[src/verilog/dfl_pkg.sv]
package dfl_pkg;

  // Register byte offsets
  localparam logic [7:0] DFL_OFS_FAULT  = 8'h00;
  localparam logic [7:0] DFL_OFS_CONFIG = 8'h04;
  localparam logic [7:0] DFL_OFS_EVENT  = 8'h08;
  localparam logic [7:0] DFL_OFS_IRQ_ST = 8'h0C;
  localparam logic [7:0] DFL_OFS_IRQ_MK = 8'h10;
  localparam logic [7:0] DFL_OFS_SRC    = 8'h14;

  // Fault bit positions
  localparam int DFL_NSRC         = 9;
  localparam int DFL_B_CRC        = 0;
  localparam int DFL_B_SELFTEST   = 1;
  localparam int DFL_B_SHORT      = 2;
  localparam int DFL_B_DRV_TEMP   = 3;
  localparam int DFL_B_MOT_TEMP   = 4;
  localparam int DFL_B_OVER_V     = 5;
  localparam int DFL_B_UNDER_V    = 6;
  localparam int DFL_B_FEEDBACK   = 7;
  localparam int DFL_B_PHASING    = 8;
  localparam int DFL_B_EVT_FAULT  = 22;

  // Reset values and the fatal source mask
  localparam logic [8:0]  DFL_CONFIG_RST  = 9'h000;
  localparam logic [1:0]  DFL_IRQ_MK_RST  = 2'h0;
  localparam logic [8:0]  DFL_FATAL_MASK  = 9'h003;

  // Edges from reset release until synced sensor levels are valid
  localparam logic [1:0]  DFL_SETTLE_CYC  = 2'h2;

  // Short-circuit hold-off time
  localparam int DFL_CLK_HZ       = 40_000_000;
  localparam int DFL_SHORT_MS     = 100;
  localparam int DFL_SHORT_CYC    = DFL_CLK_HZ / 1000 * DFL_SHORT_MS;

  // Raw condition inputs from the drive sensors
  typedef struct packed {
    logic       phasing;
    logic       fb_disconnect;
    logic       fb_tolerance;
    logic       fb_overcurrent;
    logic       under_v;
    logic       over_v;
    logic       mot_temp;
    logic       drv_temp;
    logic       short_det;
    logic       selftest_fail;
    logic       crc_fail;
  } dfl_cond_t;

endpackage

[src/verilog/dfl_sync.sv]
`timescale 1ns/1ps
// Two-flop synchroniser, one per bit
module dfl_sync #(
  parameter int W = 1
) (
  input  wire logic         ref_clk,
  input  wire logic         rst,
  input  wire logic [W-1:0] d,
  output logic      [W-1:0] q
);
  logic [W-1:0] meta_r;

  // First stage read only by second stage
  always_ff @(posedge ref_clk or posedge rst)
  begin
    if (rst)
    begin
      meta_r <= '0;
      q      <= '0;
    end
    else
    begin
      meta_r <= d;
      q      <= meta_r;
    end
  end
endmodule

[src/verilog/dfl_top.sv]
// The register addresses and register access over APB were left to the implementer.
`timescale 1ns/1ps
module dfl_top #(
  parameter int SHORT_CYC = dfl_pkg::DFL_SHORT_CYC
) (
  input  wire logic              ref_clk,
  input  wire logic              rst,
  input  wire logic              psel,
  input  wire logic              penable,
  input  wire logic              pwrite,
  input  wire logic [7:0]        paddr,
  input  wire logic [31:0]       pwdata,
  output logic                   pready,
  output logic      [31:0]       prdata,
  output logic                   pslverr,
  input  wire dfl_pkg::dfl_cond_t cond,
  output logic                   outputs_enable,
  output logic                   fault_flag,
  output logic                   irq
);
  import dfl_pkg::*;

  localparam int NC = $bits(dfl_cond_t);

  dfl_cond_t          cs;
  logic [NC-1:0]      cs_bits;
  logic [8:0]         fault_r;
  logic [8:0]         config_r;
  logic [8:0]         src;
  logic [8:0]         src_d_r;
  logic [8:0]         rise;
  logic [8:0]         latch_set;
  logic [8:0]         clr_req;
  logic [1:0]         irq_st_r;
  logic [1:0]         irq_mk_r;
  logic [31:0]        short_cnt_r;
  logic               short_hold;
  logic [8:0]         fault_nxt;
  logic [8:0]         auto_src;
  logic [1:0]         settle_r;
  logic               settle_done;
  logic               auto_block;
  logic               acc;
  logic               wr;
  logic               rd;
  logic               addr_ok;
  logic [31:0]        rdata;
  logic               enable_nxt;

  // Sensor levels come from outside this clock domain
  dfl_sync #(
    .W (NC)
  ) u_sync (
    .ref_clk (ref_clk),
    .rst     (rst),
    .d       (cond),
    .q       (cs_bits)
  );
  assign cs = dfl_cond_t'(cs_bits);

  // Condition vector in fault bit order
  always_comb
  begin
    src                 = '0;
    src[DFL_B_CRC]      = cs.crc_fail;
    src[DFL_B_SELFTEST] = cs.selftest_fail;
    src[DFL_B_SHORT]    = cs.short_det;
    src[DFL_B_DRV_TEMP] = cs.drv_temp;
    src[DFL_B_MOT_TEMP] = cs.mot_temp;
    src[DFL_B_OVER_V]   = cs.over_v;
    src[DFL_B_UNDER_V]  = cs.under_v;
    src[DFL_B_FEEDBACK] = cs.fb_overcurrent | cs.fb_disconnect | cs.fb_tolerance;
    src[DFL_B_PHASING]  = cs.phasing;
  end

  // Edge history for interrupt events
  always_ff @(posedge ref_clk or posedge rst)
  begin
    if (rst)
      src_d_r <= '0;
    else
      src_d_r <= src;
  end
  assign rise = src & ~src_d_r;

  // APB decode, zero wait states
  assign acc     = psel & penable;
  assign wr      = acc & pwrite;
  assign rd      = acc & ~pwrite;
  assign addr_ok = (paddr == DFL_OFS_FAULT) || (paddr == DFL_OFS_CONFIG)
                || (paddr == DFL_OFS_EVENT) || (paddr == DFL_OFS_IRQ_ST)
                || (paddr == DFL_OFS_IRQ_MK) || (paddr == DFL_OFS_SRC);

  // Fatal bits always latch; others only when their config bit is set
  always_comb
  begin
    latch_set = src & (config_r | DFL_FATAL_MASK);
    clr_req   = '0;
    if (wr && paddr == DFL_OFS_FAULT)
      clr_req = pwdata[8:0] & ~DFL_FATAL_MASK;
  end

  // Next latched state; a new event beats a clear in the same cycle
  assign fault_nxt = (fault_r & ~clr_req) | latch_set;

  // Latched fault status
  always_ff @(posedge ref_clk or posedge rst)
  begin
    if (rst)
      fault_r <= '0;
    else
      fault_r <= fault_nxt;
  end

  // Latch configuration
  always_ff @(posedge ref_clk or posedge rst)
  begin
    if (rst)
      config_r <= DFL_CONFIG_RST;
    else if (wr && paddr == DFL_OFS_CONFIG)
      config_r <= pwdata[8:0];
  end

  // Non-latching short: hold-off reloads while the short is present, so the
  // full 100ms runs from its end and a lasting short never re-enables early
  always_ff @(posedge ref_clk or posedge rst)
  begin
    if (rst)
      short_cnt_r <= '0;
    else if (src[DFL_B_SHORT] && !config_r[DFL_B_SHORT])
      short_cnt_r <= SHORT_CYC;
    else if (short_cnt_r != 32'h0000_0000)
      short_cnt_r <= short_cnt_r - 32'h0000_0001;
  end
  assign short_hold = (short_cnt_r != 32'h0000_0000);

  // A present source that does not latch blocks the stage; fatal ones always latch
  for (genvar i = 0; i < DFL_NSRC; i++)
  begin : g_auto
    assign auto_src[i] = src[i] & ~config_r[i] & ~DFL_FATAL_MASK[i];
  end
  assign auto_block = short_hold | (auto_src != 9'h000);

  // Synced levels reach src two edges after reset; stage stays off until then
  always_ff @(posedge ref_clk or posedge rst)
  begin
    if (rst)
      settle_r <= 2'h0;
    else if (!settle_done)
      settle_r <= settle_r + 2'h1;
  end
  assign settle_done = (settle_r == DFL_SETTLE_CYC);

  // Any latched bit keeps power stage off, fatal ones forever
  assign enable_nxt = (fault_nxt == 9'h000) && !auto_block && settle_done;

  always_ff @(posedge ref_clk or posedge rst)
  begin
    if (rst)
    begin
      outputs_enable <= 1'b0;
      fault_flag     <= 1'b0;
    end
    else
    begin
      outputs_enable <= enable_nxt;
      fault_flag     <= (fault_nxt != 9'h000);
    end
  end

  // Interrupt status: bit0 new latched fault, bit1 auto disable; read clears
  always_ff @(posedge ref_clk or posedge rst)
  begin
    if (rst)
      irq_st_r <= '0;
    else
    begin
      // Read clears only what the reader saw, so late events survive
      if (rd && paddr == DFL_OFS_IRQ_ST)
        irq_st_r <= (irq_st_r & ~prdata[1:0])
                  | {(rise & ~latch_set) != 9'h000, (rise & latch_set) != 9'h000};
      else
        irq_st_r <= irq_st_r | {(rise & ~latch_set) != 9'h000, (rise & latch_set) != 9'h000};
    end
  end

  always_ff @(posedge ref_clk or posedge rst)
  begin
    if (rst)
      irq_mk_r <= DFL_IRQ_MK_RST;
    else if (wr && paddr == DFL_OFS_IRQ_MK)
      irq_mk_r <= pwdata[1:0];
  end

  always_ff @(posedge ref_clk or posedge rst)
  begin
    if (rst)
      irq <= 1'b0;
    else
      irq <= (irq_st_r & irq_mk_r) != 2'h0;
  end

  // Read mux
  always_comb
  begin
    rdata = '0;
    case (paddr)
      DFL_OFS_FAULT:  rdata[8:0] = fault_r;
      DFL_OFS_CONFIG: rdata[8:0] = config_r;
      DFL_OFS_EVENT:  rdata[DFL_B_EVT_FAULT] = fault_flag;
      DFL_OFS_IRQ_ST: rdata[1:0] = irq_st_r;
      DFL_OFS_IRQ_MK: rdata[1:0] = irq_mk_r;
      DFL_OFS_SRC:    rdata[8:0] = src;
      default:        rdata = '0;
    endcase
  end

  // Registered APB answer at the edge that ends the setup cycle
  always_ff @(posedge ref_clk or posedge rst)
  begin
    if (rst)
    begin
      pready  <= 1'b0;
      prdata  <= '0;
      pslverr <= 1'b0;
    end
    else
    begin
      pready  <= psel & ~penable;
      prdata  <= (psel & ~penable) ? rdata : prdata;
      pslverr <= psel & ~penable & ~addr_ok;
    end
  end

endmodule

[config.mk]
export PLATFORM = sky130hd
export DESIGN_NAME = dfl_top
export DESIGN_NICKNAME = d
export VERILOG_FILES = /design/src/verilog/dfl_pkg.sv /design/src/verilog/dfl_sync.sv /design/src/verilog/dfl_top.sv
export SDC_FILE = /design/constraint.sdc
export NUM_CORES = 1
export LEC_CHECK = 0
export BUFFER_PORTS_ARGS = -buffer_cell sky130_fd_sc_hd__buf_2
export CELL_PAD_IN_SITES_DETAIL_PLACEMENT = 1
export CELL_PAD_IN_SITES_GLOBAL_PLACEMENT = 2
export CORE_AREA = 2 2 123 125
export DETAILED_ROUTE_END_ITERATION = 10
export DIE_AREA = 0 0 125 127
export PLACE_DENSITY_LB_ADDON = 0.1
export SYNTH_ARGS = -nofsm -noshare
export SYNTH_HDL_FRONTEND = slang
export SYNTH_SLANG_ARGS = --single-unit
[constraint.sdc]
create_clock -name ref_clk -period 2.75 [get_ports ref_clk]
set_input_delay 0.275 -clock ref_clk [delete_from_list [all_inputs] [get_ports ref_clk]]
set_output_delay 0.275 -clock ref_clk [all_outputs]
set_load 0.005 [all_outputs]
==> results.tsv <==
metric	value	unit
synth unique cells	58	
largest family of logic cells by synthesized area	simple AND/OR/NAND/NOR gates	
Clock Latency Late Sink	0.35	ns
share of post-route cells with drive strength above 1	22.4	%
status	complete, no violations	
DP HPWL	8.59	mm
sequential share of power	51.4	%
Switch Pwr	0.868	mW
total negative slack	0	ns
RSZ-0062 raised after global routing	no	
worst rel slew slack	50.5	%
Worst Setup End Kind	flip-flop	
Post-CTS Resized	0	
chip height	127	um
EDFF count, synth	0	
most frequent cell after synthesis	dfrtp_1	
Hold Crit Class	input port to flip-flop	
synth-to-layout area growth	17.0	%
crit start category	flip-flop	
cell-internal power	2.33	mW
Comb pwr share	9.9	%
Post-Synth Simple-Gate Area	17.5	%
commonest cells in the netlist	102 x dfrtp_1, 34 x nand2_1, 22 x buf_4, 22 x nor2_1, 21 x a21oi_1	
initial antenna violation count	0	
largest net degree at the start of global routing	32	
aggregate global-route resource usage	15.8	%
router iterations before antenna repair	5	
CTS max path bufs	2	
Seq/Total Area, Yosys	55.6	%
Final Wtd Congestion	0.748	
first-pass GRT wire length	20.1	mm
fmax	406	MHz
mux contribution to synthesized area	3.16	%
Synth Area in Adders	0.817	%
clock group share of total power	38.7	%
Via density	5.17	
Worst-Margin Slew	0.740	ns
Async SR Flop Fraction	100	%
# hold bufs at CTS	0	
Cell Area, Synth	4590	um2
CP arrival	2.70	ns
CP max FO	9	
Crit Path Class	flip-flop to flip-flop	
switching share of power	27.1	%
Post-Synth XOR/XNOR Area	0.953	%
post-CTS setup buffers	0	
Yosys reg bits	102	
final hold vios	0	
Syn Inst Count	419	
power consumption	3.20	mW
CTS tree	built	
gr ovfl total	0	
Inserted Clock Buffers	9	
Filler cells	1650	
Worst Clk Skew	0.00918	ns
Yosys warning count	0	
peak supply drop	0.323	mV
Root Driver	clkbuf_16	
Starting DRT DRC Count	189	
IO buf count	47	
WP data required	2.99	ns
htree depth	3	
fin nets	545	
wire length per cell	17.6	um
Slew Limit Fails	0	
hold path depth	1	
# diodes	0	
Starting Density	31.9	%
largest cells by area after synthesis	dfrtp_1 56%, buf_4 3.6%, mux2_2 2.9%	
Synth Area in Compound Gates	15.5	%
Mapped Avg Cell Area	11.0	um2
total core area	14400	um2
Clk pin slew, worst setup/hold paths	0.08	ns
# setup viols final	0	
worst r2r path cells	5	
fin crit share	89.6	%
number of clock sinks	102	
Site Rows	44	
Routed Antenna Nets	0	
largest area contributor in the netlist	dfrtp_1	
Die Area	15900	um2
Pwr Density	594	nW/um2
IO Pins	93	
max cap viols	0	
DR vias	3490	
vias in the first global route	3640	
post-synth top area share	55.6	%
Final min period	2.46	ns
main flop type after synthesis	dfrtp_1	
Post-route DRC	0	
final wirelength	11.9	mm
P_leak	2.35	nW
die span in x	125	um
[metal layers]
| metal | wire length, um | up-vias | share of wire (%) | track usage, % |
|---|---|---|---|---|
| li1 | - | 1669 | - | - |
| met1 | 6080 | 1733 | 51 | 23.9 |
| met2 | 5090 | 82 | 43 | 22.8 |
| met3 | 605 | 6 | 5.1 | 4.36 |
| met4 | 95 | 0 | 0.80 | 3.14 |
| met5 | 0 | - | 0 | 0 |
[path summary, 6_finish.rpt]
kind / start / end / slack [ns]
max in group asynchronous: rst / prdata[22]$_DFFE_PP0P_ / 2.02
min in group asynchronous: rst / short_cnt_r[15]$_DFFE_PP0P_ / 0.04
worst min register to register: u_sync.meta_r[7]$_DFF_PP0_ / u_sync.q[7]$_DFF_PP0_ / 0.35
worst min-delay path: cond[8] / u_sync.meta_r[8]$_DFF_PP0_ / 0.03
worst max register to register: short_cnt_r[25]$_DFFE_PP0P_ / short_cnt_r[6]$_DFFE_PP0P_ / 0.29
worst max-delay path: short_cnt_r[25]$_DFFE_PP0P_ / short_cnt_r[6]$_DFFE_PP0P_ / 0.29
[logic make-up (layout without fill, tap and decap cells)]
| family | count (synthesis) | in the layout |
|---|---|---|
| DFF | 102 | 102 |
| xor gates and xnor gates | 5 | 5 |
| muxes | 13 | 13 |
| AOI/OAI and AO/OA | 97 | 97 |
| and+or+nand+nor | 146 | 146 |
| buffers and inverters | 52 | 103 |
| other | 1 | 22 |
| adders and majority gates | 3 | 3 |
[sequential cells by signal (all words and copies together), names as in the netlist]
signal / cells
prdata: 10
u_sync.meta_r: 11
short_cnt_r: 32
irq: 1
pslverr: 1
outputs_enable: 1
u_sync.q: 11
config_r: 9
fault_flag: 1
irq_mk_r: 2
src_d_r: 9
fault_r: 9
settle_r: 2
pready: 1
irq_st_r: 2
[area by class of cell]
| class | count | area (um2) | area share [%] |
|---|---|---|---|
| Timing Repair Buffer | 70 | 420 | 7.82 |
| Clock inverter | 7 | 57.6 | 1.07 |
| Inverter | 17 | 67.6 | 1.26 |
| Clock buffer | 9 | 225 | 4.19 |
| Sequential cell | 102 | 2550 | 47.5 |
| Multi-Input combinational cell | 286 | 1820 | 33.9 |
| Tap cell | 184 | 230 | 4.28 |
[cells in the final DEF, fill, tap and decap left out, types with 12 or more instances in the layout]
master and n:
dfrtp_1 102, buf_2 47, nand2_1 34, nor2_1 22, conb_1 22, buf_4 22
a21oi_1 21, inv_1 16, o31ai_1 15, or4_1 14, o21ai_0 13, nand3_1 12
mux2_2 12
[critical path, stage by stage (launching register included)]
cell,delay (ns)
dfrtp_1,0.43
or4_4,0.59
or4_4,0.61
o31ai_4,0.48
or4_1,0.18
a21oi_1,0.06
[per-stage QoR]
step                      area (um2)  util (%)  setup slack [ns]  hold WS, ns  std cells
after floorplan                 4680         -             0.353        0.306        440
after global placement          5090      35.3             0.307        0.333        659
after detailed placement        5090      35.3             0.295        0.336        659
after CTS                       5380      37.3             0.286      0.00748        675
after global routing            5380      37.3            0.0981      0.00157        675
final                           5380      37.3             0.286       0.0258        675
[power groups by stage]
stage / combinational (mW) / sequential (mW) / clock, mW
2_1_floorplan: 0.225 / 1.65 / 0
3_3_place_gp: 0.315 / 1.67 / 0
3_5_place_dp: 0.319 / 1.67 / 0
4_1_cts: 0.322 / 1.64 / 1.29
5_1_grt: 0.363 / 1.66 / 1.35
6_report: 0.317 / 1.64 / 1.24
Power figures use the tool's default switching activity.
